File: src/logic/ltimc_pkg.sv
// constants, register map and state types of the local time counter
// Notes on behaviour
// - configuration bit picks line or differential clock
// - works at 125, 156.25, 200, 250 MHz
// - programmed by period, not by frequency
// - every counter tick adds whole-ns period
// - femtosecond period error with direction bit held
// - accumulated error past 1 ns adds/removes ns
// - direction 0 removes the extra nanosecond
// - second counter, same sequence, programmable rollover
// - rollover mode 1 adds, 2 removes, else none
// - one-shot request moves counter exactly one ns
// - load enable copies load registers on edge
// - accuracy off: strobe synchronised before its edge is detected
// - save enable captures counter on strobe edge
// - auto-clear drops save enable after save
// - high accuracy compensates strobe offset for both
// - accuracy off: one tick of uncertainty
// - own counter per channel, shared strobe
package ltimc_pkg;

  // ****************************************
  // sizes and arithmetic constants
  // ****************************************
  localparam int          NCH        = 2;
  localparam int          ADDR_W     = 8;
  localparam int          CH_BIT     = 6;
  localparam logic [31:0] NS_PER_SEC = 32'h3B9A_CA00;
  localparam logic [21:0] FS_PER_NS  = 22'h0F_4240;
  localparam logic [31:0] PLUS_ONE   = 32'h0000_0001;
  localparam logic [31:0] MINUS_ONE  = 32'hFFFF_FFFF;
  localparam logic [1:0]  AUTO_ADD   = 2'h1;
  localparam logic [1:0]  AUTO_SUB   = 2'h2;
  localparam logic [1:0]  RESP_OKAY  = 2'h0;
  localparam logic [1:0]  RESP_SLV   = 2'h2;

  // ****************************************
  // register offsets inside a channel window
  // ****************************************
  localparam logic [5:0] OFF_CTRL     = 6'h00;
  localparam logic [5:0] OFF_PERIOD   = 6'h04;
  localparam logic [5:0] OFF_ERROR    = 6'h08;
  localparam logic [5:0] OFF_AUTO     = 6'h0C;
  localparam logic [5:0] OFF_LD_SEC_H = 6'h10;
  localparam logic [5:0] OFF_LD_SEC_L = 6'h14;
  localparam logic [5:0] OFF_LD_NS    = 6'h18;
  localparam logic [5:0] OFF_SV_SEC_H = 6'h1C;
  localparam logic [5:0] OFF_SV_SEC_L = 6'h20;
  localparam logic [5:0] OFF_SV_NS    = 6'h24;
  localparam logic [5:0] OFF_CUR_NS   = 6'h28;
  localparam logic [5:0] OFF_CUR_SEC  = 6'h2C;

  // ****************************************
  // field positions
  // ****************************************
  localparam int CTRL_SEL_POS   = 0;
  localparam int CTRL_LOAD_POS  = 1;
  localparam int CTRL_SAVE_POS  = 2;
  localparam int CTRL_REQ_POS   = 3;
  localparam int CTRL_DIR_POS   = 4;
  localparam int CTRL_ACLR_POS  = 5;
  localparam int CTRL_HIACC_POS = 6;
  localparam int ERR_DIR_POS    = 31;
  localparam int AUTO_MODE_POS  = 30;

  // ****************************************
  // state types
  // ****************************************
  typedef struct packed {
    logic [29:0] ns;
    logic [47:0] sec;
    logic [20:0] acc;
    logic [29:0] auto_ns;
    logic        auto_pend;
    logic        counter_clock_select;
    logic        time_load_enable;
    logic        time_save_enable;
    logic        one_ns_adjust_request;
    logic        one_ns_adjust_direction;
    logic        one_time_save_autoclear;
    logic        high_accuracy;
    logic [7:0]  period_whole_ns;
    logic [19:0] period_error_fs;
    logic        period_error_direction;
    logic [29:0] auto_correct_rollover_ns;
    logic [1:0]  auto_correct_mode;
    logic [15:0] load_seconds_high;
    logic [31:0] load_seconds_low;
    logic [29:0] load_nanoseconds;
    logic [15:0] saved_seconds_high;
    logic [31:0] saved_seconds_low;
    logic [29:0] saved_nanoseconds;
  } ltimc_chan_type;

  typedef struct packed {
    ltimc_chan_type [NCH-1:0] ch;
    logic                     line_prev;
    logic                     diff_prev;
    logic                     raw_prev;
    logic                     sync1;
    logic                     sync2;
    logic                     sync3;
    logic                     awready;
    logic                     wready;
    logic                     bvalid;
    logic [1:0]               bresp;
    logic                     arready;
    logic                     rvalid;
    logic [1:0]               rresp;
    logic [31:0]              rdata;
    logic                     aw_hold;
    logic [ADDR_W-1:0]        aw_addr;
    logic                     w_hold;
    logic [31:0]              wdata;
    logic [3:0]               wstrb;
  } ltimc_state_type;

  localparam ltimc_state_type STATE_RESET = '0;

endpackage : ltimc_pkg

File: src/logic/ltimc_top.sv
// local time counter channels with an AXI4-Lite register slave
`timescale 1ns/1ns
module ltimc_top (
  input  wire logic                         aclk,
  input  wire logic                         aresetn,
  input  wire logic                         s_axi_awvalid,
  output logic                              s_axi_awready,
  input  wire logic [ltimc_pkg::ADDR_W-1:0] s_axi_awaddr,
  input  wire logic                         s_axi_wvalid,
  output logic                              s_axi_wready,
  input  wire logic [31:0]                  s_axi_wdata,
  input  wire logic [3:0]                   s_axi_wstrb,
  output logic                              s_axi_bvalid,
  input  wire logic                         s_axi_bready,
  output logic [1:0]                        s_axi_bresp,
  input  wire logic                         s_axi_arvalid,
  output logic                              s_axi_arready,
  input  wire logic [ltimc_pkg::ADDR_W-1:0] s_axi_araddr,
  output logic                              s_axi_rvalid,
  input  wire logic                         s_axi_rready,
  output logic [31:0]                       s_axi_rdata,
  output logic [1:0]                        s_axi_rresp,
  input  wire logic                         line_clock_in,
  input  wire logic                         timing_diff_clock_in,
  input  wire logic                         load_save_strobe_in
);

  // ****************************************
  // state and combinational terms
  // ****************************************
  ltimc_pkg::ltimc_state_type q;
  ltimc_pkg::ltimc_state_type n;

  logic                      line_tick;
  logic                      diff_tick;
  logic                      sync_edge;
  logic                      raw_edge;
  logic                      do_write;
  logic [ltimc_pkg::NCH-1:0] tick_c;
  logic [ltimc_pkg::NCH-1:0] edge_c;
  logic [ltimc_pkg::NCH-1:0] fs_wrap_c;
  logic [ltimc_pkg::NCH-1:0] roll_c;
  logic [21:0]               acc_sum_c  [ltimc_pkg::NCH];
  logic [31:0]               base_c     [ltimc_pkg::NCH];
  logic [31:0]               step_c     [ltimc_pkg::NCH];
  logic [31:0]               ns_sum_c   [ltimc_pkg::NCH];
  logic [31:0]               auto_sum_c [ltimc_pkg::NCH];
  logic [32:0]               rd_word;
  logic [32:0]               wr_old;
  logic [31:0]               wr_new;

  // ****************************************
  // helpers
  // ****************************************
  function automatic logic [31:0] merge_bytes(input logic [31:0] old_w, input logic [31:0] new_w,
                                              input logic [3:0] strb);
    logic [31:0] r;
    r = old_w;
    for (int i = 0; i < 4; i++) begin
      if (strb[i]) begin
        r[i*8 +: 8] = new_w[i*8 +: 8];
      end
    end
    return r;
  endfunction : merge_bytes

  // top bit says the offset is mapped
  function automatic logic [32:0] reg_read(input ltimc_pkg::ltimc_chan_type c, input logic [5:0] off);
    logic [32:0] r;
    r = {1'b1, 32'h0000_0000};
    case (off)
      ltimc_pkg::OFF_CTRL: begin
        r[ltimc_pkg::CTRL_SEL_POS]   = c.counter_clock_select;
        r[ltimc_pkg::CTRL_LOAD_POS]  = c.time_load_enable;
        r[ltimc_pkg::CTRL_SAVE_POS]  = c.time_save_enable;
        r[ltimc_pkg::CTRL_REQ_POS]   = c.one_ns_adjust_request;
        r[ltimc_pkg::CTRL_DIR_POS]   = c.one_ns_adjust_direction;
        r[ltimc_pkg::CTRL_ACLR_POS]  = c.one_time_save_autoclear;
        r[ltimc_pkg::CTRL_HIACC_POS] = c.high_accuracy;
      end
      ltimc_pkg::OFF_PERIOD: r[7:0] = c.period_whole_ns;
      ltimc_pkg::OFF_ERROR: begin
        r[19:0]                    = c.period_error_fs;
        r[ltimc_pkg::ERR_DIR_POS]  = c.period_error_direction;
      end
      ltimc_pkg::OFF_AUTO: begin
        r[29:0]                                       = c.auto_correct_rollover_ns;
        r[ltimc_pkg::AUTO_MODE_POS +: 2]              = c.auto_correct_mode;
      end
      ltimc_pkg::OFF_LD_SEC_H: r[15:0] = c.load_seconds_high;
      ltimc_pkg::OFF_LD_SEC_L: r[31:0] = c.load_seconds_low;
      ltimc_pkg::OFF_LD_NS:    r[29:0] = c.load_nanoseconds;
      ltimc_pkg::OFF_SV_SEC_H: r[15:0] = c.saved_seconds_high;
      ltimc_pkg::OFF_SV_SEC_L: r[31:0] = c.saved_seconds_low;
      ltimc_pkg::OFF_SV_NS:    r[29:0] = c.saved_nanoseconds;
      ltimc_pkg::OFF_CUR_NS:   r[29:0] = c.ns;
      ltimc_pkg::OFF_CUR_SEC:  r[31:0] = c.sec[31:0];
      default:                 r = 33'h0_0000_0000;
    endcase
    return r;
  endfunction : reg_read

  // ****************************************
  // next state
  // ****************************************
  always_comb begin
    n = q;
    // clock sources arrive as synchronous levels; a rising edge is one counter tick
    n.line_prev = line_clock_in;
    n.diff_prev = timing_diff_clock_in;
    line_tick   = line_clock_in & ~q.line_prev;
    diff_tick   = timing_diff_clock_in & ~q.diff_prev;
    // two-stage synchroniser, edge taken after the second stage
    n.sync1     = load_save_strobe_in;
    n.sync2     = q.sync1;
    n.sync3     = q.sync2;
    sync_edge   = q.sync2 & ~q.sync3;
    // direct path skips the synchroniser latency
    n.raw_prev  = load_save_strobe_in;
    raw_edge    = load_save_strobe_in & ~q.raw_prev;

    // register bus, address and data taken in either order
    if (q.awready && s_axi_awvalid) begin
      n.aw_hold = 1'b1;
      n.aw_addr = s_axi_awaddr;
    end
    if (q.wready && s_axi_wvalid) begin
      n.w_hold = 1'b1;
      n.wdata  = s_axi_wdata;
      n.wstrb  = s_axi_wstrb;
    end
    if (q.bvalid && s_axi_bready) begin
      n.bvalid = 1'b0;
    end
    do_write = q.aw_hold & q.w_hold & ~q.bvalid;
    wr_old   = reg_read(q.ch[q.aw_addr[ltimc_pkg::CH_BIT]], {q.aw_addr[5:2], 2'b00});
    wr_new   = merge_bytes(wr_old[31:0], q.wdata, q.wstrb);
    if (do_write) begin
      n.aw_hold = 1'b0;
      n.w_hold  = 1'b0;
      n.bvalid  = 1'b1;
      n.bresp   = (wr_old[32] && !q.aw_addr[7]) ? ltimc_pkg::RESP_OKAY : ltimc_pkg::RESP_SLV;
    end
    n.awready = ~n.aw_hold;
    n.wready  = ~n.w_hold;

    rd_word = reg_read(q.ch[s_axi_araddr[ltimc_pkg::CH_BIT]], {s_axi_araddr[5:2], 2'b00});
    if (q.rvalid && s_axi_rready) begin
      n.rvalid = 1'b0;
    end
    if (q.arready && s_axi_arvalid) begin
      n.rvalid = 1'b1;
      n.rdata  = (rd_word[32] && !s_axi_araddr[7]) ? rd_word[31:0] : 32'h0000_0000;
      n.rresp  = (rd_word[32] && !s_axi_araddr[7]) ? ltimc_pkg::RESP_OKAY : ltimc_pkg::RESP_SLV;
    end
    n.arready = ~n.rvalid;

    // each channel keeps its own counter off the shared strobe
    for (int c = 0; c < ltimc_pkg::NCH; c++) begin
      tick_c[c] = q.ch[c].counter_clock_select ? diff_tick : line_tick;
      edge_c[c] = q.ch[c].high_accuracy ? raw_edge : sync_edge;
      // period programmed in ns so any rate in range works
      acc_sum_c[c] = {1'b0, q.ch[c].acc} + {2'b00, q.ch[c].period_error_fs};
      fs_wrap_c[c] = acc_sum_c[c] >= ltimc_pkg::FS_PER_NS;
      base_c[c]    = {24'h00_0000, q.ch[c].period_whole_ns};
      if (fs_wrap_c[c]) begin
        base_c[c] = base_c[c] + (q.ch[c].period_error_direction ? ltimc_pkg::PLUS_ONE
                                                                : ltimc_pkg::MINUS_ONE);
      end
      // correction counter follows the same sequence
      auto_sum_c[c] = {2'b00, q.ch[c].auto_ns} + base_c[c];
      roll_c[c]     = (q.ch[c].auto_correct_rollover_ns != 30'h0000_0000) &&
                      (auto_sum_c[c] >= {2'b00, q.ch[c].auto_correct_rollover_ns});
      step_c[c]     = base_c[c];
      // mode is read again here, so switching to a no-correction code drops a queued correction
      if (q.ch[c].auto_pend && q.ch[c].auto_correct_mode == ltimc_pkg::AUTO_ADD) begin
        step_c[c] = step_c[c] + ltimc_pkg::PLUS_ONE;
      end else if (q.ch[c].auto_pend && q.ch[c].auto_correct_mode == ltimc_pkg::AUTO_SUB) begin
        step_c[c] = step_c[c] + ltimc_pkg::MINUS_ONE;
      end
      if (q.ch[c].one_ns_adjust_request) begin
        step_c[c] = step_c[c] + (q.ch[c].one_ns_adjust_direction ? ltimc_pkg::PLUS_ONE
                                                                 : ltimc_pkg::MINUS_ONE);
      end
      ns_sum_c[c] = {2'b00, q.ch[c].ns} + step_c[c];
      if (tick_c[c]) begin
        // a negative sum borrows a second, an overflow carries one
        if (ns_sum_c[c][31]) begin
          n.ch[c].ns  = 30'(ns_sum_c[c] + ltimc_pkg::NS_PER_SEC);
          n.ch[c].sec = q.ch[c].sec - 48'h0000_0000_0001;
        end else if (ns_sum_c[c] >= ltimc_pkg::NS_PER_SEC) begin
          n.ch[c].ns  = 30'(ns_sum_c[c] - ltimc_pkg::NS_PER_SEC);
          n.ch[c].sec = q.ch[c].sec + 48'h0000_0000_0001;
        end else begin
          n.ch[c].ns  = ns_sum_c[c][29:0];
        end
        n.ch[c].acc       = fs_wrap_c[c] ? 21'(acc_sum_c[c] - ltimc_pkg::FS_PER_NS) : acc_sum_c[c][20:0];
        n.ch[c].auto_ns   = roll_c[c] ? 30'(auto_sum_c[c] - {2'b00, q.ch[c].auto_correct_rollover_ns})
                                      : auto_sum_c[c][29:0];
        // pending correction is used by the very next increment only
        n.ch[c].auto_pend = roll_c[c] && (q.ch[c].auto_correct_mode == ltimc_pkg::AUTO_ADD ||
                                          q.ch[c].auto_correct_mode == ltimc_pkg::AUTO_SUB);
        n.ch[c].one_ns_adjust_request = 1'b0;
      end
      // save sees the value before a same-edge load replaces it
      if (edge_c[c] && q.ch[c].time_save_enable) begin
        n.ch[c].saved_seconds_high = q.ch[c].sec[47:32];
        n.ch[c].saved_seconds_low  = q.ch[c].sec[31:0];
        n.ch[c].saved_nanoseconds  = q.ch[c].ns;
        if (q.ch[c].one_time_save_autoclear) begin
          n.ch[c].time_save_enable = 1'b0;
        end
      end
      // software is trusted to stage the load before raising the strobe
      if (edge_c[c] && q.ch[c].time_load_enable) begin
        n.ch[c].sec = {q.ch[c].load_seconds_high, q.ch[c].load_seconds_low};
        n.ch[c].ns  = q.ch[c].load_nanoseconds;
      end
      if (do_write && !q.aw_addr[7] && (q.aw_addr[ltimc_pkg::CH_BIT] == 1'(c))) begin
        case ({q.aw_addr[5:2], 2'b00})
          ltimc_pkg::OFF_CTRL: begin
            n.ch[c].counter_clock_select    = wr_new[ltimc_pkg::CTRL_SEL_POS];
            n.ch[c].time_load_enable        = wr_new[ltimc_pkg::CTRL_LOAD_POS];
            n.ch[c].time_save_enable        = wr_new[ltimc_pkg::CTRL_SAVE_POS];
            // writing one queues a request, writing zero never cancels one
            n.ch[c].one_ns_adjust_request   = n.ch[c].one_ns_adjust_request |
                                              (s_axi_wdata_sel(q.wdata, q.wstrb));
            n.ch[c].one_ns_adjust_direction = wr_new[ltimc_pkg::CTRL_DIR_POS];
            n.ch[c].one_time_save_autoclear = wr_new[ltimc_pkg::CTRL_ACLR_POS];
            n.ch[c].high_accuracy           = wr_new[ltimc_pkg::CTRL_HIACC_POS];
          end
          ltimc_pkg::OFF_PERIOD: n.ch[c].period_whole_ns = wr_new[7:0];
          ltimc_pkg::OFF_ERROR: begin
            n.ch[c].period_error_fs        = wr_new[19:0];
            n.ch[c].period_error_direction = wr_new[ltimc_pkg::ERR_DIR_POS];
          end
          ltimc_pkg::OFF_AUTO: begin
            n.ch[c].auto_correct_rollover_ns = wr_new[29:0];
            n.ch[c].auto_correct_mode        = wr_new[ltimc_pkg::AUTO_MODE_POS +: 2];
          end
          ltimc_pkg::OFF_LD_SEC_H: n.ch[c].load_seconds_high = wr_new[15:0];
          ltimc_pkg::OFF_LD_SEC_L: n.ch[c].load_seconds_low  = wr_new[31:0];
          ltimc_pkg::OFF_LD_NS:    n.ch[c].load_nanoseconds  = wr_new[29:0];
          default: begin
          end
        endcase
      end
    end
  end

  // request bit only counts when its byte lane is strobed
  function automatic logic s_axi_wdata_sel(input logic [31:0] d, input logic [3:0] s);
    return d[ltimc_pkg::CTRL_REQ_POS] & s[0];
  endfunction : s_axi_wdata_sel

  always_ff @(posedge aclk) begin
    if (!aresetn) begin
      q <= ltimc_pkg::STATE_RESET;
    end else begin
      q <= n;
    end
  end

  assign s_axi_awready = q.awready;
  assign s_axi_wready  = q.wready;
  assign s_axi_bvalid  = q.bvalid;
  assign s_axi_bresp   = q.bresp;
  assign s_axi_arready = q.arready;
  assign s_axi_rvalid  = q.rvalid;
  assign s_axi_rdata   = q.rdata;
  assign s_axi_rresp   = q.rresp;
endmodule : ltimc_top

File: config.mk
export PLATFORM = sky130hd
export DESIGN_NAME = ltimc_top
export DESIGN_NICKNAME = d
export VERILOG_FILES = /design/src/logic/ltimc_pkg.sv /design/src/logic/ltimc_top.sv
export SDC_FILE = /design/constraint.sdc
export NUM_CORES = 2
export LEC_CHECK = 0
export BUFFER_PORTS_ARGS = -buffer_cell sky130_fd_sc_hd__buf_2
export CORE_MARGIN = 1
export CORE_UTILIZATION = 30
export CTS_CLUSTER_SIZE = 12
export DETAILED_ROUTE_END_ITERATION = 8
export PLACE_DENSITY_LB_ADDON = 0.3
export SLEW_MARGIN = 20
export SYNTH_ARGS = -nofsm -noshare
export SYNTH_HDL_FRONTEND = slang
export SYNTH_SLANG_ARGS = --single-unit
File: constraint.sdc
create_clock -name aclk -period 42.9 [get_ports aclk]
set_clock_uncertainty 0.15 [all_clocks]
set_input_delay 2.145 -clock aclk [delete_from_list [all_inputs] [get_ports aclk]]
set_output_delay 2.145 -clock aclk [all_outputs]
set_load 0.02 [all_outputs]
==> flow_summary.toml <==
[run_status]
status = "finished, violations left"
violations = "design-rule violations"

[synthesis]
synth_edf_count = 0
yosys.cell_types.count = 126
synth_area_sq_um = 62800
yosysSeqAreaShare_pct = 25.4
synth-warning-count = 0
synthTopCellsByArea = "dfxtp_1, ha_1, nand2_1"
netlist.area_leader.share_pct = 25.4
synth_largest_area_cell = "dfxtp_1"
async_reset_ff_share_pct = 0
ys_ff_latch = 796
synth-main-ff-cell = "dfxtp_1"
avgSynthCellArea_sq_um = 7.47
syn_inst = 8416

[timing]
setup_ws_ps = 24160
setup_viol = 0
finalHoldViolCount = 0
slew_headroom_pct = 10.7
hold_ws_ps = 303
post-route-min-period_ps = 18740
tns_ps = 0
rsz0062_at_grt = "no"
post-route-period-util_pct = 43.7
drv_slew = 0
worstMarginPinSlew_ps = 1340
fmax_mhz = 53.4

[die]
die_height_microns = 460
start_util_pct = 30.3
core_area_sq_um = 208000
num_rows = 167
die_x_microns = 460
die_area_sq_um = 211000
ios = 103

[route]
vias = 65973
firstDrtPassIters = 9
wire_per_inst_microns = 26.3
viasPerCell = 5.95
drc_errors = 1
first_iter_violations = 8551
wl_mm = 291
ant_nets = 0

[grt]
grt_overflow = 0
grt_util_met2_pct = 40.2
busiest_layer = "met2"
antenna_found_initial = 19
first_global_vias = 61608
grt_util_all_layers_pct = 26.5
grtUsageMet1_pct = 34.1
grt_pass1_wl_mm = 418
use_met3_pct = 6.85
grt_start_max_net_pins = 103

[placement]
post-place-ws_ps = 24570
placedCellCount = 10896
port_buffers = 96
post-dp-hpwl_mm = 218
place.gp.congestion = 1.04

[final_layout]
layout-drive-gt1-share_pct = 7.35
syn_to_final_growth_pct = 10.5
multi_input_area_sq_um = 43800
ff_latch_area_sq_um = 15900
num-nets-final = 8718
fin_cells = 11086
fillerInstances = 22054

[clocking]
numCtsBuffers = 97
ctsHoldBuffers = 0
htree_num_levels = 3
post_cts_buffers = 0
clk_path_buf_depth = 3
cts_root_buf = "clkbuf_16"
tritoncts = "built"
cts_resized = 0
path_clk_slew_ps = 60
clkLatencyLatePin_ps = 770
clock-sinks = 796

[power]
p_switching_uw = 548
clkPwrFrac_pct = 48.8
pwr-share-comb_pct = 11.6
seq_power_share_pct = 39.6
peakVddDrop_mv = 0.0342
p_leak_nw = 27.7
finalPower_mw = 1.93
p_int_mw = 1.38
p_sw_share_pct = 28.4
p_per_area_nw_per_um2 = 27.8

[setup_path]
arrival_ps = 19210
crit_required_ps = 43370
crit_path_top_delay_cell = "o21bai_1"
cp_common_cell = "a21oi_1"
max_stage_delay_ps = 720
crit_path_start_kind = "flop"
critPathKind = "reg -> reg"
crit_fanout = 43
crit_path_end_kind = "flop"

[min_path]
hp-class = "reg -> reg"

[flow_run]
maxCapViolCount = 0
[through the flow]
step | util [%] | instance area, sq um
floorplan | - | 62800
global placement | 31.7 | 65800
detailed placement | 31.7 | 65800
CTS | 33.4 | 69400
global route | 33.4 | 69400
finish | 33.4 | 69400
[critical path, delay by kind of cell, from the launching register on]
kind / cells / cell delay, ps
AO/OA/AOI/OAI: 41 / 10270
adder cells (fa/ha/maj): 7 / 2460
AND/OR/NAND/NOR: 12 / 2040
XOR/XNOR: 6 / 1560
buffers and inverters: 5 / 1380
flip-flops: 1 / 480
multiplexers: 1 / 130
[final cells by class]
type	instances	area share, %
well taps	2788	5.02
inverters	286	1.56
multi-input cells	6795	63.1
diodes	11	0.0396
repair buffers	231	2.17
clock inverters	43	1.06
clock buffers	136	4.08
flip-flops and latches	796	23.0
[worst paths after layout]
path / end / slack [ps] / from / cells after the start
worst max-delay path: q[769]$_SDFFE_PN0P_ / 24160 / q[636]$_SDFFE_PN0P_ / 72
worst min-delay path: s_axi_rdata[12]$_SDFFE_PN0P_ / 300 / s_axi_rdata[12]$_SDFFE_PN0P_ / 2
worst max register to register: q[769]$_SDFFE_PN0P_ / 24160 / q[636]$_SDFFE_PN0P_ / 72
worst min register to register: s_axi_rdata[12]$_SDFFE_PN0P_ / 300 / s_axi_rdata[12]$_SDFFE_PN0P_ / 2
[registers in the layout (all words and copies together), names as in the netlist]
register,flops
q,755
n,2
s_axi_bresp,1
s_axi_rresp,1
s_axi_rvalid,1
s_axi_bvalid,1
s_axi_awready,1
s_axi_wready,1
s_axi_arready,1
s_axi_rdata,32
[layout by cell type (no fill, tap or decap), types with 58 or more instances in the layout]
| master | netlist | routed |
|---|---|---|
| nor2b_1 | 58 | 58 |
| dfxtp_1 | 796 | 792 |
| xnor2_1 | 263 | 263 |
| o21a_1 | 64 | 63 |
| a21o_1 | 189 | 189 |
| nor2_1 | 597 | 585 |
| and3_1 | 76 | 75 |
| and2_1 | 71 | 63 |
| inv_1 | 283 | 282 |
| buf_4 | 43 | 135 |
| o22ai_1 | 74 | 74 |
| a22oi_1 | 156 | 156 |
| a21boi_0 | 154 | 154 |
| nand2_1 | 1370 | 1366 |
| nor3_1 | 132 | 130 |
| ha_1 | 435 | 435 |
| buf_2 | 23 | 94 |
| a21oi_1 | 913 | 900 |
| a211oi_1 | 130 | 130 |
| xor2_1 | 161 | 161 |
| o211a_1 | 87 | 87 |
| o21ai_0 | 442 | 441 |
| a31oi_1 | 89 | 89 |
| nand3_1 | 168 | 168 |
| clkbuf_16 | 0 | 99 |
| mux2i_1 | 197 | 197 |
[power by group through the flow]
stage          clock, mW  combinational [mW]  sequential, mW
6_report           0.942               0.223           0.763
5_1_grt            0.979               0.238           0.764
2_1_floorplan          0               0.146           0.772
3_3_place_gp           0               0.213           0.778
4_1_cts            0.951               0.216           0.762
3_5_place_dp           0               0.215           0.779
[layer usage]
layer | routed length [microns] | part of all wire [%] | vias to the layer above
li1 | - | - | 30092
met1 | 119000 | 41 | 31618
met2 | 123000 | 42 | 3488
met3 | 31900 | 11 | 763
met4 | 17600 | 6.0 | 12
met5 | 79 | 0.027 | -
[cell usage after synthesis, types with 64 or more instances]
master	count
and2_1	71
inv_1	283
a22oi_1	156
and3_1	76
nand3_1	168
nor3_1	132
a31oi_1	89
nor2_1	597
xor2_1	161
a21boi_0	154
o21a_1	64
o21ai_0	442
dfxtp_1	796
o22ai_1	74
ha_1	435
a21o_1	189
a211oi_1	130
a21oi_1	913
mux2i_1	197
nand2_1	1370
o211a_1	87
xnor2_1	263
clkbuf_1	421
[cell families (layout without fill, tap and decap cells)]
logic type | after synthesis | count (layout) | share of synthesized area [%]
DFF | 796 | 796 | 25.4
buffers and inverters | 826 | 696 | 5.34
xor gates and xnor gates | 429 | 429 | 6.05
AOI/OAI and AO/OA | 2873 | 2873 | 30.3
and+or+nand+nor | 2789 | 2789 | 19.7
muxes | 248 | 248 | 4.07
other | 1 | 13 | 0.00597
adders and majority gates | 454 | 454 | 9.19
Power figures use the tool's default switching activity.
